==> config.mk <==
export PLATFORM = sky130hd
export DESIGN_NAME = srw_supervisor
export DESIGN_NICKNAME = d
export VERILOG_FILES = /design/src/hw/srw_pkg.sv /design/src/hw/srw_supervisor.sv
export SDC_FILE = /design/constraint.sdc
export NUM_CORES = 1
export LEC_CHECK = 0
export ABC_AREA = 0
export BUFFER_PORTS_ARGS = -buffer_cell sky130_fd_sc_hd__buf_2
export CAP_MARGIN = 40
export CORE_ASPECT_RATIO = 0.6
export CORE_MARGIN = 10
export CORE_UTILIZATION = 65
export CTS_BUF_LIST = sky130_fd_sc_hd__clkbuf_8
export DETAILED_ROUTE_END_ITERATION = 12
export PLACE_DENSITY_LB_ADDON = 0.1
export SKIP_LAST_GASP = 1
export SLEW_MARGIN = 20
export SYNTH_ARGS = -nofsm -noshare
export SYNTH_HDL_FRONTEND = slang
export SYNTH_SLANG_ARGS = --single-unit
==> constraint.sdc <==
create_clock -name ref_clk -period 3 [get_ports ref_clk]
set_clock_uncertainty 0.05 [all_clocks]
set_input_delay 0.15 -clock ref_clk [delete_from_list [all_inputs] [get_ports ref_clk]]
set_output_delay 0.15 -clock ref_clk [all_outputs]
set_load 0.05 [all_outputs]
==> src/hw/srw_pkg.sv <==
// Package with constants and types for the supervisor reset watchdog
package srw_pkg;
    localparam int unsigned WD_EXT_MULT     = 500;
    localparam int unsigned WD_INT_PCT      = 94;
    localparam int unsigned PCT_FULL        = 100;
    localparam int unsigned MIN_PULSE_NS    = 30;
    localparam int unsigned CLK_PERIOD_NS   = 10;
    localparam int unsigned MIN_PULSE_CYC   =
        (MIN_PULSE_NS + CLK_PERIOD_NS - 1) / CLK_PERIOD_NS;
    localparam int unsigned RST_HOLD_CYC    = 20000;
    localparam int unsigned WD_BASIC_CYC    = 40000;
    localparam int unsigned CNT_W           = 32;
    localparam logic        RST_NB_RESET    = 1'b0;
    typedef enum logic [1:0] {
        SRW_UNDER,
        SRW_HOLD,
        SRW_RUN
    } srw_state_t;
endpackage

==> src/hw/srw_supervisor.sv <==
// Supervisor top: supply reset, reset hold timer and watchdog
// Notes on behaviour
// - Missing toggle edge per period causes reset pulse
// - Toggle edge or range change clears timer
// - Timer held zero during reset, restarts after
// - Toggle pulses of 30 ns are recognised
// - Normal range uses basic watchdog period
// - Extended range multiplies period by 500
// - Extended range internal pulse at 94% period
// - Reset asserted while supply below trip
// - Hold period after recovery, then release
// - Watchdog expiry gives one hold-period reset
// - Repeated expiries repeat the reset pulse
// - Active-high reset is inverse of active-low
// - Disabled timing setting prevents watchdog resets
`timescale 1ns/1ps
module srw_supervisor
    import srw_pkg::*;
#(
    parameter int unsigned RESET_HOLD_CYCLES = RST_HOLD_CYC,
    parameter int unsigned WD_BASIC_CYCLES   = WD_BASIC_CYC
) (
    // Clock and reset
    input  wire logic ref_clk,
    input  wire logic rst,
    // Supervised conditions
    input  wire logic supply_below_trip,
    input  wire logic watchdog_toggle_in,
    input  wire logic toggle_floating,
    input  wire logic timeout_range_select,
    input  wire logic watchdog_timing_setting,
    // Reset outputs and internal toggle pin driver
    output logic      reset_out_n,
    output logic      reset_out,
    output logic      watchdog_drive_high
);
    localparam int unsigned WD_EXT_CYCLES = WD_BASIC_CYCLES * WD_EXT_MULT;
    localparam int unsigned WD_INT_CYCLES = (WD_EXT_CYCLES / PCT_FULL) * WD_INT_PCT;

    // Elaboration checks: refuse periods the counters cannot hold and a clock too slow for the shortest toggle pulse
    if (RESET_HOLD_CYCLES < 1) begin : g_bad_hold
        $error("srw_supervisor: reset hold period must be one cycle or more");
    end
    if (WD_BASIC_CYCLES < 2) begin : g_bad_basic
        $error("srw_supervisor: basic watchdog period must be two cycles or more");
    end
    // The extended period is 500 basic periods and must fit a signed 32-bit count
    if (64'(WD_BASIC_CYCLES) * 64'(WD_EXT_MULT) >= 64'h80000000) begin : g_bad_ext
        $error("srw_supervisor: extended watchdog period overflows the counter");
    end
    // A shortest toggle pulse must reach at least two synchroniser samples
    if (MIN_PULSE_CYC < 2) begin : g_bad_pulse
        $error("srw_supervisor: clock too slow for the shortest toggle pulse");
    end

    // Every asynchronous input passes a three-stage synchroniser; a change counts
    // only once stages two and three agree, so one metastable sample is never
    // taken as a level. At 10 ns per cycle a 30 ns pulse spans three samples,
    // which is enough for the agreement test.
    // The cost is three to four cycles of latency on every input, which the
    // watchdog period has to absorb.
    localparam int unsigned NSYNC  = 5;
    localparam int unsigned SI_SUP = 0;
    localparam int unsigned SI_TOG = 1;
    localparam int unsigned SI_FLT = 2;
    localparam int unsigned SI_RNG = 3;
    localparam int unsigned SI_DIS = 4;
    // Supply starts as below trip, so reset cannot drop before the supply is seen good
    localparam logic [NSYNC-1:0] SYNC_RST = 5'h01;
    logic [NSYNC-1:0] raw_in;
    logic [NSYNC-1:0] sync_d;
    logic [NSYNC-1:0] sync_q;

    // The timing setting is inverted so that a high bit means watchdog disabled
    assign raw_in[SI_SUP] = supply_below_trip;
    assign raw_in[SI_TOG] = watchdog_toggle_in;
    assign raw_in[SI_FLT] = toggle_floating;
    assign raw_in[SI_RNG] = timeout_range_select;
    assign raw_in[SI_DIS] = ~watchdog_timing_setting;

    // One three-stage chain per input bit
    for (genvar gi = 0; gi < NSYNC; gi++) begin : g_sync
        logic [2:0] stg_q;
        logic [2:0] stg_d;
        always_comb begin
            stg_d      = {stg_q[1:0], raw_in[gi]};
            sync_d[gi] = (stg_q[2] == stg_q[1]) ? stg_q[2] : sync_q[gi];
        end
        always_ff @(posedge ref_clk or posedge rst) begin
            if (rst) begin
                stg_q      <= {3{SYNC_RST[gi]}};
                sync_q[gi] <= SYNC_RST[gi];
            end else begin
                stg_q      <= stg_d;
                sync_q[gi] <= sync_d[gi];
            end
        end
    end

    // Filtered levels as the rest of the block sees them
    logic sup_q;
    logic tog_q;
    logic flt_q;
    logic rng_q;
    logic dis_q;

    assign sup_q = sync_q[SI_SUP];
    assign tog_q = sync_q[SI_TOG];
    assign flt_q = sync_q[SI_FLT];
    assign rng_q = sync_q[SI_RNG];
    assign dis_q = sync_q[SI_DIS];

    // Effective toggle level: a floating pin follows the internal driver,
    // but only in extended range; in normal range the pin level is used as is.
    logic             eff_q;
    logic             eff_d;
    // Internal driver of the toggle pin in extended range
    logic             drv_q;
    logic             drv_d;
    // Range as seen one cycle earlier, for detecting a range change
    logic             rng_prev_q;
    // Supervisor state and its two counters
    srw_state_t       state_q;
    srw_state_t       state_d;
    logic [CNT_W-1:0] hold_q;
    logic [CNT_W-1:0] hold_d;
    logic [CNT_W-1:0] wd_q;
    logic [CNT_W-1:0] wd_d;
    // Registered level of the active-low reset output
    logic             rst_n_q;
    logic             rst_n_d;
    // Helper terms of the next-state logic
    logic [CNT_W-1:0] wd_limit;
    logic             edge_seen;
    logic             wd_expire;

    always_comb begin
        // A floating pin carries no level of its own; in extended range the
        // internal driver stands in for it, in normal range the pin level is used
        eff_d = (rng_q && flt_q) ? drv_q : tog_q;
        // A range change clears the timer exactly like a toggle edge
        edge_seen = (eff_d != eff_q) || (rng_q != rng_prev_q);
        wd_limit = rng_q ? CNT_W'(WD_EXT_CYCLES) : CNT_W'(WD_BASIC_CYCLES);
        // The timer starts at zero, so expiry falls after exactly limit cycles;
        // an edge in the last cycle still saves the processor.
        // Limitation: the disabled setting only blocks the expiry. The count runs
        // on, so enabling it again without a toggle edge expires at once.
        wd_expire = (state_q == SRW_RUN) && !dis_q && !edge_seen
                    && (wd_q >= wd_limit - 1'b1);
        // Internal driver rests low, pulses high one cycle at 94% of the period.
        // The pulse feeds the edge detector directly: it is narrower than the
        // input filter, so it is never taken back from the pin.
        drv_d = rng_q && (wd_q == CNT_W'(WD_INT_CYCLES));
        state_d = state_q;
        hold_d  = hold_q;
        wd_d    = wd_q;
        case (state_q)
            SRW_UNDER: begin
                // Both counters stay cleared while the supply is low
                hold_d = '0;
                wd_d   = '0;
                if (!sup_q) state_d = SRW_HOLD;
            end
            SRW_HOLD: begin
                // Counts 0 up to RESET_HOLD_CYCLES-1, so the hold lasts exactly that
                wd_d   = '0;
                hold_d = hold_q + 1'b1;
                if (hold_q >= CNT_W'(RESET_HOLD_CYCLES) - 1'b1) begin
                    state_d = SRW_RUN;
                    hold_d  = '0;
                end
            end
            SRW_RUN: begin
                // Every expiry returns to the hold, so missed services repeat the pulse
                wd_d = edge_seen ? '0 : wd_q + 1'b1;
                if (wd_expire) begin
                    state_d = SRW_HOLD;
                    wd_d    = '0;
                end
            end
            default: state_d = SRW_UNDER;
        endcase
        // A low supply overrides every state, a running hold included
        if (sup_q) state_d = SRW_UNDER;
        // Reset is released in the run state only
        rst_n_d = (state_d == SRW_RUN);
    end

    always_ff @(posedge ref_clk or posedge rst) begin
        if (rst) begin
            drv_q      <= 1'b0;
            eff_q      <= 1'b0;
            rng_prev_q <= 1'b0;
            state_q    <= SRW_UNDER;
            hold_q     <= '0;
            wd_q       <= '0;
            rst_n_q    <= RST_NB_RESET;
        end else begin
            drv_q      <= drv_d;
            eff_q      <= eff_d;
            rng_prev_q <= rng_q;
            state_q    <= state_d;
            hold_q     <= hold_d;
            wd_q       <= wd_d;
            rst_n_q    <= rst_n_d;
        end
    end

    // Both reset outputs come from one next-state value, rst_n_d, registered together.
    // Limitation: both are plain levels; an open-drain variant would use the
    // active-low level as its pin enable.
    logic rst_hi_q;
    always_ff @(posedge ref_clk or posedge rst) begin
        if (rst) rst_hi_q <= ~RST_NB_RESET;
        else     rst_hi_q <= ~rst_n_d;
    end

    assign reset_out_n         = rst_n_q;
    assign reset_out           = rst_hi_q;
    assign watchdog_drive_high = drv_q;
endmodule // srw_supervisor

=== Yosys cells after proc, flatten, opt, wreduce, memory -nomap -nowiden ===
Index checks and enable logic that the tools add are counted.

* Input port bits: 7
* Bits in registers: 91
* Word-level logic and storage cells: 59
* Output and inout bits: 3

* Eq/ne operators: 11
* Magnitude comparators: 2
* Bitwise logic cells: 2
* Add/subtract/negate cells: 3
* Mux-type cells: 11
* Reduce and logical (&&, ||, !) cells: 12

{| class="wikitable"
|+ Operators with widths
! cell !! number
|-
| one-hot mux 32 bit (2 select lines) || 2
|-
| two-way mux 32 bit || 3
|-
| adder 32 x 1 -> 32 bit, second input constant || 2
|-
| == test 32 x 25 -> 1 bit, second input constant || 1
|-
| greater-or-equal comparator 32 x 15 -> 1 bit, second input constant || 1
|-
| greater-or-equal comparator 32 bit || 1
|-
| subtractor 25 x 1 -> 26 bit, second input constant || 1
|-
| two-way mux 25 bit || 1
|-
| two-way mux 2 bit || 3
|-
| one-hot mux 2 bit (3 select lines) || 1
|-
| == test 1 bit || 5
|-
| logical AND 1 bit || 5
|-
| == test 2 bit, second input constant || 2
|-
| nonzero test 2 bit || 2
|-
| == test 2 x 1 -> 1 bit, second input constant || 1
|-
| zero test 1 bit || 2
|-
| zero test 2 bit || 1
|-
| != test 1 bit || 2
|-
| NOT 1 bit || 2
|-
| OR reduction 2 bit || 1
|-
| logical OR 1 bit || 1
|-
| two-way mux 1 bit || 1
|}

=== Depth between registers and ports, before layout ===
* Depth in word-level cells: 12
* Mapped depth: 10

=== Worst setup path before layout ===
No wires, ideal clock.

* Path kind: reg2reg
* From: reg sync_q[3] (netlist: rng_q)
* To: reg wd_q[14]
* Cell stages (with the launch flop): 11
* Required time: 2.868 ns
* Period minus slack after synthesis: 2.483 ns
* Setup time: 0.082 ns
* Buffers on the path: 2
* Arrival: 2.351 ns
* Slack: 0.517 ns
* Path through: dfrtp_1 -> inv_1 -> ha_1 -> a2111oi_0 -> o21a_1 -> o21ai_1 -> a211oi_2 -> buf_6 -> buf_6 -> o21ai_1 -> a31oi_1

* Longest elaborated chain between the ends: 9
* Elaborated cells between the ends (all ways): 14
* Classes of those cells: add/sub (1); order compare (1); eq/ne (2); mux (5); reduce/logical (5)

{| class="wikitable"
|+ RTL lines
! item !! RTL line !! RTL
|-
| start, declared || srw_supervisor.sv:72 || <nowiki>logic [NSYNC-1:0] sync_q;</nowiki>
|-
| start signal, assigned by index || srw_supervisor.sv:92 || <nowiki>sync_q[gi] <= SYNC_RST[gi];</nowiki>
|-
| start signal, assigned by index || srw_supervisor.sv:95 || <nowiki>sync_q[gi] <= sync_d[gi];</nowiki>
|-
| parallel branches: the longest is 7 deep, another holds greater-or-equal comparator 32 bit || -- ||
|-
| two-way mux 32 bit * || srw_supervisor.sv:176 || <nowiki>if (wd_expire) begin</nowiki>
|-
| one-hot mux 32 bit (2 select lines) * || srw_supervisor.sv:157 || <nowiki>case (state_q)</nowiki>
|-
| end signal, assigned || srw_supervisor.sv:204 || <nowiki>wd_q <= wd_d;</nowiki>
|-
| end, declared || srw_supervisor.sv:127 || <nowiki>logic [CNT_W-1:0] wd_q;</nowiki>
|}

Every way passes the cells marked *.
A chain may end at the register's enable or synchronous reset.

=== Worst setup path after layout ===
* From: reg sync_q[3] (netlist: rng_q)
* To: reg wd_q[9]

The elaborated chain is that of the path after synthesis.

==> results.sh <==
export IMPL_status="finished clean"
export IMPL_synth_xor_area_share=0.0178
export IMPL_cts_inserted_buffers=9
export IMPL_hp_class="flop to flop"
export IMPL_power_total_uw=2220
export IMPL_netlist_instances=444
export IMPL_dp_cells=525
export IMPL_hold_violations=0
export IMPL_clockBufferDepth=2
export IMPL_wirelength_um=9630
export IMPL_critPathBufInv=2
export IMPL_ir_drop_mv=0.363
export IMPL_switchingPower_uw=537
export IMPL_leakage_uw=0.00210
export IMPL_endpoint_kind="flop"
export IMPL_drtIter0Drc=392
export IMPL_cts_root_buf="clkbuf_8"
export IMPL_grt_max_degree=60
export IMPL_synth_commonest_cells="86 x dfrtp_1, 42 x nand2_1, 28 x a31oi_1, 28 x nand3_1, 21 x nor2_1"
export IMPL_crit_chain="inv_1 > ha_1 > a2111oi_0 > o21a_1 > o21ai_1 > a211oi_4 > buf_12 > a41oi_1 > a31oi_1"
export IMPL_synthAdderAreaFrac=0.0451
export IMPL_nets=474
export IMPL_synth_top_family_by_area="simple AND/OR/NAND/NOR gates"
export IMPL_hpwl_um=6520
export IMPL_rrSetupSlack_ns=0.34
export IMPL_firstDrtPassIters=5
export IMPL_rsz0062_at_grt="no"
export IMPL_slew_violations=0
export IMPL_synth_seq_cells=91
export IMPL_synth_top_area_frac=0.485
export IMPL_cts_clk_slew_worst_paths_ns=0.09
export IMPL_switching_share=0.242
export IMPL_drive_gt1_frac=0.102
export IMPL_ys_warn_count=0
export IMPL_ctsHtreeMaxLevel=3
export IMPL_antenna_found_initial=0
export IMPL_cts_setup_buffers=0
export IMPL_clk_latency_ns=0.38
export IMPL_synth_edf_count=0
export IMPL_area_growth_pct=8.49
export IMPL_synth_most_common_cell="dfrtp_1"
export IMPL_grt_pass1_vias=3302
export IMPL_r2r_start="rng_q"
export IMPL_die_w_um=127
export IMPL_synthesis_area_mm2=0.00444
export IMPL_stdcell_count=547
export IMPL_avgRoutedWirePerCell_um=17.6
export IMPL_synth_nets=463
export IMPL_synthArstFlopShare=1.00
export IMPL_p_int_uw=1690
export IMPL_maxCapViolCount=0
export IMPL_tns_ns=0
export IMPL_cts_sinks=91
export IMPL_cts_resized=0
export IMPL_slowest_stage="a2111oi_0"
export IMPL_start_util=0.668
export IMPL_yosysSeqAreaShare=0.515
export IMPL_required_ns=3.24
export IMPL_io_pins=10
export IMPL_synth_ff_type="dfrtp_1"
export IMPL_synth_simple_area_share=0.229
export IMPL_crit_fanout=59
export IMPL_holdPathStages=0
export IMPL_r2r_cells=9
export IMPL_grt_first_pass_wirelength_um=16800
export IMPL_placeableCoreArea_mm2=0.00665
export IMPL_post_synth_mux_area_share=0
export IMPL_routabilityCongestion=0.896
export IMPL_arrival_ns=2.90
export IMPL_worstReg2RegEnd="wd_q[9]"
export IMPL_period_share=0.887
export IMPL_die_area_mm2=0.0106
export IMPL_holdPathEnd="g_sync[4].stg_q[1]"
export IMPL_setup_viol=0
export IMPL_rows=23
export IMPL_synth_compound_area_share=0.151
export IMPL_tightest_slew_ns=0.643
export IMPL_syn_avg_cell_area_um2=10.0
export IMPL_dieHeight_um=84.0
export IMPL_synth_area_leader_cell="dfrtp_1"
export IMPL_fmax_mhz=376
export IMPL_nFillCells=483
export IMPL_crit_family="compound AO/OA/AOI/OAI gates"
export IMPL_antenna_cells=0
export IMPL_overflow=0
export IMPL_vias=3436
export IMPL_grt_usage=0.192
export IMPL_p_clk_frac=0.379
export IMPL_drtAntennaViolNets=0
export IMPL_tritoncts="done"
export IMPL_power_share_sequential=0.575
export IMPL_routed_via_density=6.28
export IMPL_worstHoldStart="g_sync[4].stg_q[0]"
export IMPL_critPathLaunchType="flop"
export IMPL_post_route_min_period_ns=2.66
export IMPL_path_class="flop to flop"
export IMPL_drt_drc_violations_left=0
export IMPL_p_comb_frac=0.046
export IMPL_yosys_cell_types_count=51
export IMPL_powerDensity_mw_per_mm2=462
export IMPL_netlist_top_cells_area="dfrtp_1 48%, a31oi_1 3.9%, nand2_1 3.6%"
export IMPL_slew_headroom=0.567
export IMPL_max_stage_delay_ns=0.42
export IMPL_portBuffers=9
[registers in the layout, indices dropped and copies added (netlist names)]
name and flops:
hold_q 32, wd_q 32, g_sync.stg_q 15, state_q 2
dis_q 1, eff_q 1, flt_q 1, reset_out 1
reset_out_n 1, rng_prev_q 1, rng_q 1, sup_q 1
tog_q 1, watchdog_drive_high 1
[cell type report]
cell class	count	area [um^2]	area share
multi-input cells	316	1970	0.410
clock inverters	7	76.3	0.0159
inverters	15	57.6	0.0120
flip-flops and latches	91	2280	0.474
repair buffers	22	190	0.0395
clock buffers	9	124	0.0257
well taps	87	109	0.0226
[how the worst max path moves through the flow]
stage               slack [ns]  endpoint  startpoint  cells past startpoint
floorplan                 0.44     dis_q         rst                      1
detailed placement        0.36   wd_q[9]       rng_q                      9
CTS                       0.35   wd_q[9]       rng_q                      9
global placement          0.53  wd_q[18]       rng_q                      9
global route              0.13   wd_q[9]       rng_q                      9
finish                    0.34   wd_q[9]       rng_q                      9
[routing by layer]
layer  GRT usage  wire, um  vias up  share of wire
met5           0         0        -              0
met4      0.0649       114        0          0.012
met3      0.0647       768       14          0.080
met2       0.247      3750      117           0.39
met1       0.288      5000     1660           0.52
li1            -         -     1645              -
[worst reg2reg max path: cells and delay by family, from the launching register on]
family / cells / cell delay (ns)
AOI/OAI and AO/OA: 6 / 1.36
buffers and inverters: 2 / 0.48
DFF: 1 / 0.40
adders and majority gates: 1 / 0.29
[what timing repair did]
action	4_1_cts	5_1_grt
hold endpoints to repair	42	0
endpoints found under the setup margin	0	0
hold buffers	6	0
[cell families (layout without fill, tap and decap cells)]
group / Yosys count / count (layout)
AOI/OAI and AO/OA: 102 / 102
and+or+nand+nor: 188 / 188
DFF: 91 / 91
adders and majority gates: 17 / 17
xor gates and xnor gates: 9 / 9
buffers and inverters: 37 / 53
[cell usage in the layout (no fill, tap or decap), types with 4 or more instances in the layout]
master and n:
nor3_1 14, xnor2_1 5, nand2b_1 6, o21ai_0 16, dlygate4sd3_1 6, a31oi_1 28, nor4_1 8, inv_1 14
and3_1 11, a22o_1 5, dfrtp_1 86, a21oi_1 20, nand4_1 14, xor2_1 4, o21ai_1 6, dfstp_2 5
and2_1 20, a21o_1 4, buf_4 4, nor2_1 21, nand2_1 42, buf_2 9, clkbuf_8 9, maj3_1 5
a41oi_1 5, or2_2 4, or3_1 8, or4_1 4, nand3_1 28, ha_1 12
[power groups by stage]
stage / combinational (uW) / clock [uW] / sequential, uW
6_report: 103 / 841 / 1280
5_1_grt: 119 / 905 / 1280
4_1_cts: 105 / 853 / 1280
3_5_place_dp: 98.6 / 0 / 1300
3_3_place_gp: 94.9 / 0 / 1300
2_1_floorplan: 69.9 / 0 / 1300
[metrics by stage]
stage | cell area (um^2) | utilization | setup slack (ns) | hold WS (ns)
5_1_grt | 4810 | 0.724 | 0.125 | 0.315
2_1_floorplan | 4440 | - | 0.445 | 0.104
4_1_cts | 4810 | 0.724 | 0.351 | 0.307
3_3_place_gp | 4540 | 0.683 | 0.533 | 0.200
6_report | 4810 | 0.724 | 0.338 | 0.305
3_5_place_dp | 4550 | 0.685 | 0.362 | 0.206
No activity file was read; power rests on OpenSTA's default activity.
